## src/rtl/spi_port_pkg.sv

```systemverilog
// Constants, states and the state record of the serial master/slave port
`default_nettype none
package spi_port_pkg;
	localparam int           WORD_BITS  = 16;
	localparam int           LEN_W      = 5;
	localparam int           N_SLAVES   = 4;
	localparam int           SLV_W      = 2;
	localparam int           SCNT_W     = 3;
	localparam int           WORDS_W    = 6;
	localparam int           FIFO_DEPTH = 32;
	localparam int           PRESC_W    = 3;
	localparam int           BAUD_W     = 8;
	// Low-speed peripheral clock divisors, stored as terminal counts
	localparam logic [2:0]   PRESC_DIV4_LAST = 3'h3;
	localparam logic [2:0]   PRESC_DIV6_LAST = 3'h5;
	localparam logic [4:0]   LEN_MIN    = 5'h01;
	localparam logic [4:0]   LEN_MAX    = 5'h10;

	typedef enum logic [4:0] {
		ST_IDLE  = 5'h01,
		ST_LOAD  = 5'h02,
		ST_LEAD  = 5'h04,
		ST_TRAIL = 5'h08,
		ST_END   = 5'h10
	} mst_state_t;

	typedef struct packed {
		mst_state_t                st;
		logic [PRESC_W-1:0]        presc_cnt;
		logic [BAUD_W-1:0]         baud_cnt;
		logic [SLV_W-1:0]          slave_idx;
		logic [WORDS_W-1:0]        word_cnt;
		logic [LEN_W-1:0]          bit_cnt;
		logic [WORD_BITS-1:0]      tx_sr;
		logic [WORD_BITS-1:0]      rx_sr;
		logic [WORD_BITS-1:0]      rx_data;
		logic [SLV_W-1:0]          rx_slave;
		logic                      rx_strobe;
		logic                      valid;
		logic                      overrun;
		logic                      sclk_o;
		logic                      sclk_d;
		logic                      cs_d;
		logic                      reload_pend;
		logic [N_SLAVES-1:0]       cs_n;
	} port_state_t;

	localparam port_state_t STATE_RST = '{
		st: ST_IDLE, presc_cnt: '0, baud_cnt: '0, slave_idx: '0, word_cnt: '0,
		bit_cnt: '0, tx_sr: '0, rx_sr: '0, rx_data: '0, rx_slave: '0,
		rx_strobe: 1'b0, valid: 1'b0, overrun: 1'b0, sclk_o: 1'b0, sclk_d: 1'b0,
		cs_d: 1'b1, reload_pend: 1'b0, cs_n: '1
	};
endpackage
`default_nettype wire

```

## src/rtl/word_fifo_if.sv

```systemverilog
// Stream carrier between the port and its transmit word FIFO
`default_nettype none
interface word_fifo_if #(parameter int WIDTH = 16) ();
	logic             in_valid;
	logic             in_ready;
	logic [WIDTH-1:0] in_data;
	logic             out_valid;
	logic             out_ready;
	logic [WIDTH-1:0] out_data;
	modport fifo_side (input in_valid, in_data, out_ready, output in_ready, out_valid, out_data);
	modport user_side (output in_valid, in_data, out_ready, input in_ready, out_valid, out_data);
endinterface
`default_nettype wire

```

## src/rtl/spi_word_fifo.sv

```systemverilog
// Transmit word FIFO with valid/ready on both sides
`default_nettype none
module spi_word_fifo #(
	parameter int WIDTH = 16,
	parameter int DEPTH = 32
) (
	// Clock and reset
	input  wire logic        mclk,
	input  wire logic        rst_b,
	// Stream ports
	word_fifo_if.fifo_side   f
);
	localparam int PTR_W = $clog2(DEPTH);
	localparam int CNT_W = $clog2(DEPTH + 1);
	localparam logic [CNT_W-1:0] CNT_FULL = CNT_W'(DEPTH);
	localparam logic [PTR_W-1:0] PTR_LAST = PTR_W'(DEPTH - 1);

	typedef struct packed {
		logic [PTR_W-1:0] wr_ptr;
		logic [PTR_W-1:0] rd_ptr;
		logic [CNT_W-1:0] count;
	} fifo_state_t;

	fifo_state_t       s_r;
	fifo_state_t       s_nxt;
	logic [WIDTH-1:0]  mem [DEPTH];
	logic              push;
	logic              pop;

	assign f.in_ready  = (s_r.count != CNT_FULL);
	assign f.out_valid = (s_r.count != '0);
	assign f.out_data  = mem[s_r.rd_ptr];

	always_comb begin
		s_nxt = s_r;
		push  = f.in_valid && f.in_ready;
		pop   = f.out_ready && f.out_valid;
		if (push) begin
			s_nxt.wr_ptr = (s_r.wr_ptr == PTR_LAST) ? '0 : PTR_W'(s_r.wr_ptr + 1'b1);
		end
		if (pop) begin
			s_nxt.rd_ptr = (s_r.rd_ptr == PTR_LAST) ? '0 : PTR_W'(s_r.rd_ptr + 1'b1);
		end
		if (push && !pop) begin
			s_nxt.count = CNT_W'(s_r.count + 1'b1);
		end else if (pop && !push) begin
			s_nxt.count = CNT_W'(s_r.count - 1'b1);
		end
	end

	always_ff @(posedge mclk or negedge rst_b) begin
		if (!rst_b) begin
			s_r <= '0;
		end else begin
			s_r <= s_nxt;
		end
	end

	// Storage carries no reset so it can map onto plain RAM
	always_ff @(posedge mclk) begin
		if (push) begin
			mem[s_r.wr_ptr] <= f.in_data;
		end
	end
endmodule
`default_nettype wire

```

## src/rtl/spi_master_slave_port.sv

```systemverilog
// Serial peripheral port, master or slave, with per-slave word packets
//
// Functional notes
// RULE_01: Word length 1 to 16, full duplex
// RULE_02: One master serves one or more slaves
// RULE_03: Only master drives shift clock; slaves follow
// RULE_04: Select active low; slave data only then
// RULE_05: Shift on one edge, capture on other
// RULE_06: Phase bit 1 moves data half period early
// RULE_07: Polarity bit sets shift clock idle level
// RULE_08: Four clock schemes from polarity and phase
// RULE_09: One slave per step, cyclic order
// RULE_10: Reply received on same clock pulses
// RULE_11: Words concatenated in slave order
// RULE_12: Valid set after all slaves served
// RULE_13: Step while still busy sets overrun
// RULE_14: Shift clock from divided low-speed clock
// RULE_15: Each slave has own select line
// RULE_16: Word count set per slave
// RULE_17: Slave valid set after each exchange
// RULE_18: Unread slave word replaced, overrun set
// RULE_19: Master waits until slave is running
// RULE_20: Slave data read faster than sent
// RULE_21: Idle master: selects high, clock idle
`default_nettype none
module spi_master_slave_port
	import spi_port_pkg::*;
(
	// Clock and reset
	input  wire logic                                mclk,
	input  wire logic                                rst_b,
	// Configuration
	input  wire logic                                master_mode,
	input  wire logic                                cpol,
	input  wire logic                                cpha,
	input  wire logic [LEN_W-1:0]                    word_len,
	input  wire logic                                presc_sel,
	input  wire logic [BAUD_W-1:0]                   baud_div,
	input  wire logic [SCNT_W-1:0]                   slave_count,
	input  wire logic [N_SLAVES-1:0][WORDS_W-1:0]    words_per_slave,
	// Execution step and status
	input  wire logic                                step,
	input  wire logic                                rx_read,
	input  wire logic                                err_clear,
	output logic                                     busy,
	output logic                                     valid,
	output logic                                     overrun,
	// Transmit word stream
	input  wire logic [WORD_BITS-1:0]                tx_data,
	input  wire logic                                tx_valid,
	output logic                                     tx_ready,
	// Received words
	output logic [WORD_BITS-1:0]                     rx_data,
	output logic [SLV_W-1:0]                         rx_slave,
	output logic                                     rx_strobe,
	// Serial pins
	input  wire logic                                serial_shift_clock_i,
	output logic                                     serial_shift_clock_o,
	output logic                                     serial_shift_clock_oe,
	input  wire logic                                serial_out_line_i,
	output logic                                     serial_out_line_o,
	output logic                                     serial_out_line_oe,
	input  wire logic                                serial_in_line_i,
	output logic                                     serial_in_line_o,
	output logic                                     serial_in_line_oe,
	input  wire logic                                dedicated_slave_enable_pin,
	output logic [N_SLAVES-1:0]                      slave_select_n
);
	port_state_t           s_r;
	port_state_t           s_nxt;
	logic [LEN_W-1:0]      len;
	logic                  lsp_tick;
	logic                  half_tick;
	logic [PRESC_W-1:0]    presc_last;
	logic                  bit_in;
	logic [WORD_BITS-1:0]  cap_word;
	logic [LEN_W-1:0]      bits_done;
	logic                  s_lead;
	logic                  s_trail;
	logic                  s_done;
	logic                  m_done;

	word_fifo_if #(.WIDTH(WORD_BITS)) txq ();

	spi_word_fifo #(
		.WIDTH (WORD_BITS),
		.DEPTH (FIFO_DEPTH)
	) u_txq (
		.mclk  (mclk),
		.rst_b (rst_b),
		.f     (txq.fifo_side)
	);

	assign txq.in_valid = tx_valid;
	assign txq.in_data  = tx_data;
	assign tx_ready     = txq.in_ready;

	// Left-align so the first bit out is always the top bit of the register
	function automatic logic [WORD_BITS-1:0] align(input logic [WORD_BITS-1:0] w,
	                                              input logic [LEN_W-1:0] l);
		align = w << (LEN_MAX - l); // [RULE_01]
	endfunction

	always_comb begin
		s_nxt = s_r;
		s_nxt.rx_strobe = 1'b0;
		txq.out_ready = 1'b0;
		lsp_tick = 1'b0;
		half_tick = 1'b0;
		m_done = 1'b0;
		s_done = 1'b0;
		len = (word_len < LEN_MIN) ? LEN_MIN : ((word_len > LEN_MAX) ? LEN_MAX : word_len);
		presc_last = presc_sel ? PRESC_DIV6_LAST : PRESC_DIV4_LAST;
		bit_in = master_mode ? serial_in_line_i : serial_out_line_i;
		cap_word = {s_r.rx_sr[WORD_BITS-2:0], bit_in};
		bits_done = cpha ? s_r.bit_cnt : LEN_W'(s_r.bit_cnt + 1'b1);
		s_lead = 1'b0;
		s_trail = 1'b0;
		if (err_clear) begin
			s_nxt.overrun = 1'b0;
		end
		if (master_mode) begin
			// The port alone is the clock source here [RULE_02] [RULE_03]
			if (step && s_r.st != ST_IDLE) begin
				s_nxt.overrun = 1'b1; // [RULE_13]
			end
			if (s_r.st == ST_LEAD || s_r.st == ST_TRAIL) begin
				lsp_tick = (s_r.presc_cnt == presc_last); // [RULE_14]
				s_nxt.presc_cnt = lsp_tick ? '0 : PRESC_W'(s_r.presc_cnt + 1'b1);
				if (lsp_tick) begin
					half_tick = (s_r.baud_cnt == baud_div);
					s_nxt.baud_cnt = half_tick ? '0 : BAUD_W'(s_r.baud_cnt + 1'b1);
				end
			end
			case (s_r.st)
				ST_IDLE: begin
					s_nxt.sclk_o = cpol; // [RULE_07] [RULE_21]
					s_nxt.cs_n = '1; // [RULE_21]
					s_nxt.presc_cnt = '0;
					s_nxt.baud_cnt = '0;
					if (step) begin
						s_nxt.word_cnt = '0;
						if (s_r.slave_idx == '0) begin
							s_nxt.valid = 1'b0;
						end
						// [RULE_16]
						s_nxt.st = (words_per_slave[s_r.slave_idx] == '0) ? ST_END : ST_LOAD;
					end
				end
				ST_LOAD: begin
					// Clock stalls while the queue is empty rather than sending junk
					txq.out_ready = 1'b1;
					s_nxt.sclk_o = cpol;
					if (txq.out_valid) begin
						s_nxt.tx_sr = align(txq.out_data, len);
						s_nxt.rx_sr = '0;
						s_nxt.bit_cnt = '0;
						s_nxt.presc_cnt = '0;
						s_nxt.baud_cnt = '0;
						// [RULE_04] [RULE_09] [RULE_15]
						s_nxt.cs_n = ~(N_SLAVES'(1) << s_r.slave_idx);
						s_nxt.st = ST_LEAD;
					end
				end
				ST_LEAD: begin
					if (half_tick) begin
						s_nxt.sclk_o = ~cpol; // [RULE_08]
						if (cpha) begin
							s_nxt.rx_sr = cap_word; // [RULE_05] [RULE_06] [RULE_10]
							s_nxt.bit_cnt = LEN_W'(s_r.bit_cnt + 1'b1);
						end else if (s_r.bit_cnt != '0) begin
							s_nxt.tx_sr = s_r.tx_sr << 1; // [RULE_05]
						end
						s_nxt.st = ST_TRAIL;
					end
				end
				ST_TRAIL: begin
					if (half_tick) begin
						s_nxt.sclk_o = cpol;
						if (cpha) begin
							s_nxt.tx_sr = s_r.tx_sr << 1; // [RULE_05] [RULE_06]
						end else begin
							s_nxt.rx_sr = cap_word; // [RULE_05] [RULE_10]
							s_nxt.bit_cnt = bits_done;
						end
						if (bits_done == len) begin
							m_done = 1'b1;
							// Words leave in slave then word order [RULE_11]
							s_nxt.rx_data = cpha ? s_r.rx_sr : cap_word;
							s_nxt.rx_slave = s_r.slave_idx;
							s_nxt.rx_strobe = 1'b1;
							s_nxt.word_cnt = WORDS_W'(s_r.word_cnt + 1'b1);
							if (WORDS_W'(s_r.word_cnt + 1'b1) == words_per_slave[s_r.slave_idx]) begin
								s_nxt.st = ST_END;
							end else begin
								s_nxt.st = ST_LOAD;
							end
						end else begin
							s_nxt.st = ST_LEAD;
						end
					end
				end
				ST_END: begin
					s_nxt.cs_n = '1;
					s_nxt.sclk_o = cpol;
					s_nxt.st = ST_IDLE;
					if (SCNT_W'({1'b0, s_r.slave_idx} + 1'b1) >= slave_count) begin
						s_nxt.slave_idx = '0; // [RULE_09]
						s_nxt.valid = 1'b1; // [RULE_12]
					end else begin
						s_nxt.slave_idx = SLV_W'(s_r.slave_idx + 1'b1);
					end
				end
				default: begin
					s_nxt.st = ST_IDLE;
				end
			endcase
		end else begin
			// Slave: follow the external clock, sampled each system clock [RULE_03]
			s_nxt.st = ST_IDLE;
			s_nxt.cs_n = '1;
			s_nxt.sclk_o = cpol;
			s_nxt.sclk_d = serial_shift_clock_i;
			s_nxt.cs_d = dedicated_slave_enable_pin;
			s_lead = (s_r.sclk_d == cpol) && (serial_shift_clock_i != cpol);
			s_trail = (s_r.sclk_d != cpol) && (serial_shift_clock_i == cpol);
			// A read and a fresh word in one cycle: the fresh word wins [RULE_20]
			if (rx_read) begin
				s_nxt.valid = 1'b0;
			end
			if (dedicated_slave_enable_pin) begin
				s_nxt.bit_cnt = '0; // [RULE_04]
				s_nxt.reload_pend = 1'b0;
			end else if (s_r.cs_d || (s_trail && s_r.reload_pend)) begin
				txq.out_ready = 1'b1;
				s_nxt.tx_sr = txq.out_valid ? align(txq.out_data, len) : '0;
				s_nxt.rx_sr = '0;
				s_nxt.bit_cnt = '0;
				s_nxt.reload_pend = 1'b0;
			end else if ((s_lead && cpha) || (s_trail && !cpha)) begin
				s_nxt.rx_sr = cap_word; // [RULE_05] [RULE_08]
				s_nxt.bit_cnt = LEN_W'(s_r.bit_cnt + 1'b1);
				if (LEN_W'(s_r.bit_cnt + 1'b1) == len) begin
					s_done = 1'b1;
					s_nxt.rx_data = cap_word;
					s_nxt.rx_slave = '0;
					s_nxt.rx_strobe = 1'b1;
					s_nxt.valid = 1'b1; // [RULE_17]
					if (s_r.valid && !rx_read) begin
						s_nxt.overrun = 1'b1; // [RULE_18]
					end
					if (cpha) begin
						s_nxt.reload_pend = 1'b1; // [RULE_06]
					end else begin
						txq.out_ready = 1'b1;
						s_nxt.tx_sr = txq.out_valid ? align(txq.out_data, len) : '0;
						s_nxt.rx_sr = '0;
						s_nxt.bit_cnt = '0;
					end
				end
			end else if ((s_trail && cpha) || (s_lead && !cpha && s_r.bit_cnt != '0)) begin
				s_nxt.tx_sr = s_r.tx_sr << 1; // [RULE_05] [RULE_06]
			end
		end
	end

	always_ff @(posedge mclk or negedge rst_b) begin
		if (!rst_b) begin
			s_r <= STATE_RST;
		end else begin
			s_r <= s_nxt;
		end
	end

	assign busy                  = (s_r.st != ST_IDLE);
	assign valid                 = s_r.valid;
	assign overrun               = s_r.overrun;
	assign rx_data               = s_r.rx_data;
	assign rx_slave              = s_r.rx_slave;
	assign rx_strobe             = s_r.rx_strobe;
	assign slave_select_n        = s_r.cs_n;
	assign serial_shift_clock_o  = s_r.sclk_o;
	assign serial_shift_clock_oe = master_mode; // [RULE_03]
	assign serial_out_line_o     = s_r.tx_sr[WORD_BITS-1];
	assign serial_out_line_oe    = master_mode;
	assign serial_in_line_o      = s_r.tx_sr[WORD_BITS-1];
	// Slave output released whenever its select is high [RULE_04]
	assign serial_in_line_oe     = !master_mode && !dedicated_slave_enable_pin;
endmodule
`default_nettype wire

```

## config.mk

```make
export PLATFORM = sky130hd
export DESIGN_NAME = spi_master_slave_port
export DESIGN_NICKNAME = d
export VERILOG_FILES = /design/src/rtl/spi_port_pkg.sv /design/src/rtl/word_fifo_if.sv /design/src/rtl/spi_word_fifo.sv /design/src/rtl/spi_master_slave_port.sv
export SDC_FILE = /design/constraint.sdc
export NUM_CORES = 1
export LEC_CHECK = 0
export BUFFER_PORTS_ARGS = -buffer_cell sky130_fd_sc_hd__buf_2
export CAP_MARGIN = 20
export CORE_ASPECT_RATIO = 0.7
export CORE_UTILIZATION = 36
export CTS_BUF_LIST = sky130_fd_sc_hd__clkbuf_16
export DETAILED_ROUTE_END_ITERATION = 8
export HOLD_SLACK_MARGIN = 0.1
export PLACE_DENSITY = 0.63
export SYNTH_ARGS = -nofsm -noshare
export SYNTH_HDL_FRONTEND = slang
export SYNTH_SLANG_ARGS = --single-unit
```

## constraint.sdc

```tcl
create_clock -name mclk -period 4.59 [get_ports mclk]
set_input_delay 0.459 -clock mclk [delete_from_list [all_inputs] [get_ports mclk]]
set_output_delay 0.459 -clock mclk [all_outputs]
set_load 0.05 [all_outputs]
```

# After elaboration in Yosys (flattened, before gate mapping)
# Memory sizes are Yosys's and may differ from the RTL's.
# Index checks and enable logic that the tools add are counted.
[totals]
regBits = 106
mem_bits_rw = 512
in_bits = 70
wordCells = 223
memories = 1
[classes]
n_addsub = 11
order_cmp = 4
eq_ne = 43
n_shift = 2
mux = 86
n_bitwise = 3
reduce_logical = 52
[memory_table]
columns = ["name", "words", "width", "rd", "rd_ports_with_merged_regs", "wr", "line", "rtl"]
rows = [
  ["u_txq.mem", 32, 16, 1, 0, 1, "spi_word_fifo.sv:26", "logic [WIDTH-1:0] mem [DEPTH];"],
]
[ops]
columns = ["op", "n"]
rows = [
  ["$mux W37", 5],
  ["$mux W16", 9],
  ["$pmux W37 S3", 1],
  ["$mux W5", 16],
  ["$mux W62", 1],
  ["$mux W59", 1],
  ["$mux W58", 1],
  ["$mux W53", 1],
  ["$mux W19", 2],
  ["$mux W6", 5],
  ["$mux W1", 28],
  ["$ne A3 B3 Y1 const B", 8],
  ["$pmux W11 S2", 1],
  ["$mux W21", 1],
  ["$reduce_and A7 Y1", 3],
  ["$pmux W5 S4", 1],
  ["$mux W8", 2],
  ["$shl A16 B5 Y16", 1],
  ["$add A5 B1 Y5 const B", 3],
  ["$eq A5 B5 Y1 const B", 3],
  ["$logic_and A1 B1 Y1", 15],
  ["$add A6 B1 Y6 const B", 2],
  ["$bmux W6 S2", 1],
  ["$ne A3 B2 Y1 const B", 4],
  ["56 further kinds", 86],
]

# Logic depth before layout (Yosys ltp)
[depth]
word_depth = 13
ltp_mapped = 19
depth_no_buf = 18

# Modules after synthesis
# From an unflattened synthesis, not the netlist that was laid out.
[unflattened]
cells_unflattened = 1685
hier_area_um2 = 27248.6
[modules_own_cells]
columns = ["mod", "n_inst", "cells_each", "area_per_inst_um2", "seq_area_each_um2"]
rows = [
  ["spi_word_fifo", 1, 986, 20649.8, 15775.1],
  ["spi_master_slave_port", 1, 699, 6598.8, 2259.7],
]

# Worst setup path after synthesis
# OpenSTA, ideal clock, no wires.
[synth_path]
path_kind = "register -> register"
startpoint = "register s_r[62] (netlist bit)"
endpoint = "register u_txq.s_r[5] (netlist bit)"
setup_ns = 0.125
arrival_time_ns = 3.628
setup_slack_ns = 0.836
path_stages_with_launch = 20
n_path_buf = 2
cell_sequence = "dfrtp_1 -> ha_1 -> clkbuf_1 -> nand3b_1 -> o21ai_0 -> o2bb2ai_1 -> o211ai_1 -> o21ai_0 -> a22oi_1 -> clkbuf_1 -> ha_1 -> inv_1 -> ha_1 -> a21o_1 -> a21oi_1 -> o21bai_1 -> a21oi_1 -> xnor2_1 -> nor2_1 -> xor2_1"
[synth_via]
elab_chain_cells = 11
word_cells_on_any_way = 13
classes_between = "add/sub (1); eq/ne (1); mux (6); reduce/logical (5)"
[synth_rtl]
columns = ["element", "line", "rtl"]
rows = [
  ["from (decl)", "spi_master_slave_port.sv:69", "port_state_t s_r;"],
  ["from (signal assigned)", "spi_master_slave_port.sv:271", "s_r <= s_nxt;"],
  ["$add A5 B1 Y5 *", "spi_master_slave_port.sv:243", "if (LEN_W'(s_r.bit_cnt + 1'b1) == len) begin"],
  ["$eq A5 B5 Y1 *", "spi_master_slave_port.sv:243", ""],
  ["$mux W1 *", "spi_master_slave_port.sv:243", ""],
  ["$mux W1 *", "spi_master_slave_port.sv:240", "end else if ((s_lead && cpha) || (s_trail && !cpha)) begin"],
  ["$mux W1 *", "spi_master_slave_port.sv:234", "end else if (s_r.cs_d || (s_trail && s_r.reload_pend)) begin"],
  ["$mux W1 *", "spi_master_slave_port.sv:231", "if (dedicated_slave_enable_pin) begin"],
  ["$mux W1 *", "spi_master_slave_port.sv:122", "if (master_mode) begin"],
  ["$logic_and A1 B1 Y1 *", "spi_word_fifo.sv:37", "pop = f.out_ready && f.out_valid;"],
  ["$logic_not A1 Y1", "spi_word_fifo.sv:44", "if (push && !pop) begin"],
  ["$logic_and A1 B1 Y1", "spi_word_fifo.sv:44", ""],
  ["$mux W6 / $reduce_bool A2 Y1 (equally long branches)", "--", ""],
  ["to (signal assigned)", "spi_word_fifo.sv:55", "s_r <= s_nxt;"],
  ["to (decl)", "spi_word_fifo.sv:24", "fifo_state_t s_r;"],
]
# Every way passes the cells marked *; elsewhere a longest branch is shown, timed or not.
# A chain may end at the register's enable or synchronous reset.

# Final worst setup path
[layout_path]
startpoint = "register s_r[63] (netlist bit)"
endpoint = "register u_txq.s_r[5] (netlist bit)"
# The elaborated chain is that of the path after synthesis.

==> flow_summary.ini <==
[timing]
drv_slew = 0
rsz0062_at_grt = no
relSlewSlack_pct = 24.6
finalCritPeriodShare_pct = 87.8
finalHoldViolCount = 0
tightest_slew_ns = 1.12
setup_tns_ns = 0
finalCriticalPeriod_ns = 4.03
timing.fmax_mhz = 248
setup_viol = 0
worst_clock_skew_ns = 0.0436

[worst_setup_path]
critPathKind = flip-flop to flip-flop
critical_path.startpoint = s_r[63]$_DFFE_PN0P_
endpoint = u_txq.s_r[5]$_DFFE_PN0P_
cpPeakStageDelay_ns = 0.63
r2r_end = u_txq.s_r[5]$_DFFE_PN0P_
crit_chain = and3_1, xnor3_1, nor4b_2, o211ai_1, o21ai_0, a22oi_1, ha_1, inv_1, ha_1, a21o_1, a21oi_1, o21bai_1, a21oi_1, xnor2_1, nor2_1, xor2_1
worstSetupEndpointType = flip-flop
cp_slowest_cell = dfrtp_1
ff2ff_path_depth = 16
arrival_ns = 4.56
r2r-start = s_r[63]$_DFFE_PN0P_
required_ns = 5.12
critPathMaxFanout = 15
start_kind = flip-flop
r2r_setup_slack_ns = 0.56

[yosys]
yosys-top-cells-count = 512 x edfxtp_1, 137 x nor2_1, 118 x nand2_1, 106 x mux2i_1, 100 x dfrtp_1
synthArstFlopShare_pct = 17.2
yosysWarnings = 0
seq_area_frac_synth_pct = 64.6
synth_fa_ha_area_share_pct = 1.24
yosysTopAreaCellShare_pct = 55.0
synth_top_family_by_area = multiplexers
synth-simple-area-share_pct = 8.05
ys_top_cells_by_area = edfxtp_1 55%, dfrtp_1 9.0%, mux4_2 7.7%
yosysMostFrequentCell = edfxtp_1
synthMuxAreaShare_pct = 12.7
synthFlopType = edfxtp_1
synth-edff-count = 512
syn_avg_cell_area_um2 = 14.7
synth_area_mm2 = 0.0279
ys_seq_elements = 618
yosysTopAreaCell = edfxtp_1
synth_fp_nets = 1998
syn_inst = 1901
synth_xor_area_share_pct = 1.43
synth_compound_area_share_pct = 8.53
synth_cell_types = 91

[routing]
vias = 17400
first_pass_iters = 6
post_drt_wl_per_cell_um = 24.0
postRouteAntennaNets = 0
route.detailed.drc = 0
drtIter0Drc = 2042
drt_wl_total_um = 74700
via_per_inst = 5.59

[power_and_ir_drop]
power_density_mw_per_mm2 = 520
power.leakage_nw = 11.3
peakVddDrop_v = 0.000311
p_total_mw = 16.5

[cts]
path_clk_slew_ns = 0.07
cts.htree.levels = 2
cts_buffer_depth = 3
root_buffer = clkbuf_16
post_cts_resized = 0
cts_tree = yes
clock-sinks = 618
cts_buffers = 61
clk_latency_ns = 0.68

[cells_and_area]
multi_input_area_mm2 = 0.00901
fillers = 6954
fin_nets = 2112
regArea_mm2 = 0.0180
drive_gt1_share_pct = 20.9
area_delta_synth_final_pct = 13.8

[floorplanning]
die-area_mm2 = 0.0787
die_x_um = 335
start_util_pct = 36.4
ios = 103
die_h_um = 235
coreArea_mm2 = 0.0768
num_rows = 85

[place]
dp_hpwl_um = 49900
gp_congestion = 0.883
io_buffer_count = 102

[outcome]
status = completed

[grt]
antenna_found_initial = 4
grt_max_degree = 67
grt_use_total_pct = 18.9
grt_pass1_vias = 17100
grt_pass1_wl_um = 111000
grt-ovfl-total = 0

[min_path]
hold_path_class = primary input to flip-flop

[job]
max_cap_viol_count = 0
[stage by stage]
stage | hold slack [ns] | cell area [um2] | util, % | instances | setup slack, ns
after floorplan | 0.163 | 27900 | - | 1901 | 0.836
after global placement | 0.460 | 29600 | 38.5 | 2988 | 0.550
after detailed placement | 0.470 | 29600 | 38.5 | 2988 | 0.403
after CTS | 0.127 | 31700 | 41.3 | 3105 | 0.394
after global routing | 0.161 | 31800 | 41.4 | 3110 | 0.210
final | 0.167 | 31800 | 41.4 | 3110 | 0.560
[cells by family (layout without fill, tap and decap cells)]
logic type,count (synthesis),after routing
XOR/XNOR,41,41
flip-flops,618,618
AND/OR/NAND/NOR,467,467
other,0,1
AO/OA/AOI/OAI,359,359
buffers and inverters,166,330
adder cells (fa/ha/maj),27,27
multiplexers,223,223
[sequential cells by signal, indices dropped and copies added (netlist names), 2 cells and up]
register and cells:
s_r 48, slave_select_n 4, u_txq.s_r 16, u_txq.mem 512, rx_data 16, rx_slave 2, cap_word 15
[worst max-delay path: cells and delay by family, from the launching register on]
kind | cells | cell delay (ns)
compound gates | 7 | 1.44
xor+xnor | 3 | 0.58
fa+ha+maj | 2 | 0.55
buf+inv | 1 | 0.13
flops | 1 | 0.63
simple gates | 3 | 0.57
[per-layer routing]
| metal | wire [um] | part of all wire (%) | track usage [%] | up-vias |
|---|---|---|---|---|
| met2 | 32100 | 43 | 26.8 | 711 |
| met1 | 34900 | 47 | 29.6 | 8954 |
| met5 | 17 | 0.023 | 0 | - |
| met4 | 1220 | 1.6 | 4.26 | 2 |
| li1 | - | - | - | 7623 |
| met3 | 6420 | 8.6 | 3.50 | 98 |
[report_power, final]
part	switching [mW]	internal, mW	total, mW
registers	0.373	6.46	6.84
clock network	2.20	3.04	5.24
logic	2.73	1.72	4.45
total	5.30	11.2	16.5
[layout make-up]
cell class | instances | share of cell area [%]
inverters | 35 | 0.413
well taps | 1044 | 4.11
clock inverters | 52 | 1.81
multi-input cells | 1117 | 28.3
flip-flops and latches | 618 | 56.8
repair buffers | 182 | 3.75
diodes | 1 | 0.00787
clock buffers | 61 | 4.80
[cells in the final DEF, fill, tap and decap left out, drive strengths merged, types with 45 or more instances in the layout]
cell type,count
nor2,137
nand2,118
clkbuf,62
inv,45
mux4,102
a21oi,71
buf,177
edfxtp,512
dfrtp,100
o21ai,89
mux2i,106
[timing repair]
action                                  in CTS  in global routing
hold buffers                                 4                  0
hold endpoints to repair                    61                  0
endpoints found under the setup margin       0                  1
setup buffers                                0                  3
[how the worst min path moves through the flow]
stage	startpoint	endpoint	slack, ns	depth (start not counted)
after global placement	s_r[45]$_DFFE_PN0P_	s_r[45]$_DFFE_PN0P_	0.46	2
after detailed placement	s_r[45]$_DFFE_PN0P_	s_r[45]$_DFFE_PN0P_	0.47	2
after CTS	cpol	serial_shift_clock_o$_DFFE_PN0P_	0.13	3
after floorplan	rst_b	cap_word[10]$_DFFE_PN0P_	0.16	0
final	cpol	serial_shift_clock_o$_DFFE_PN0P_	0.17	3
after global routing	dedicated_slave_enable_pin	s_r[5]$_DFFE_PN1N_	0.16	2
(Power assumes the default switching activity.)
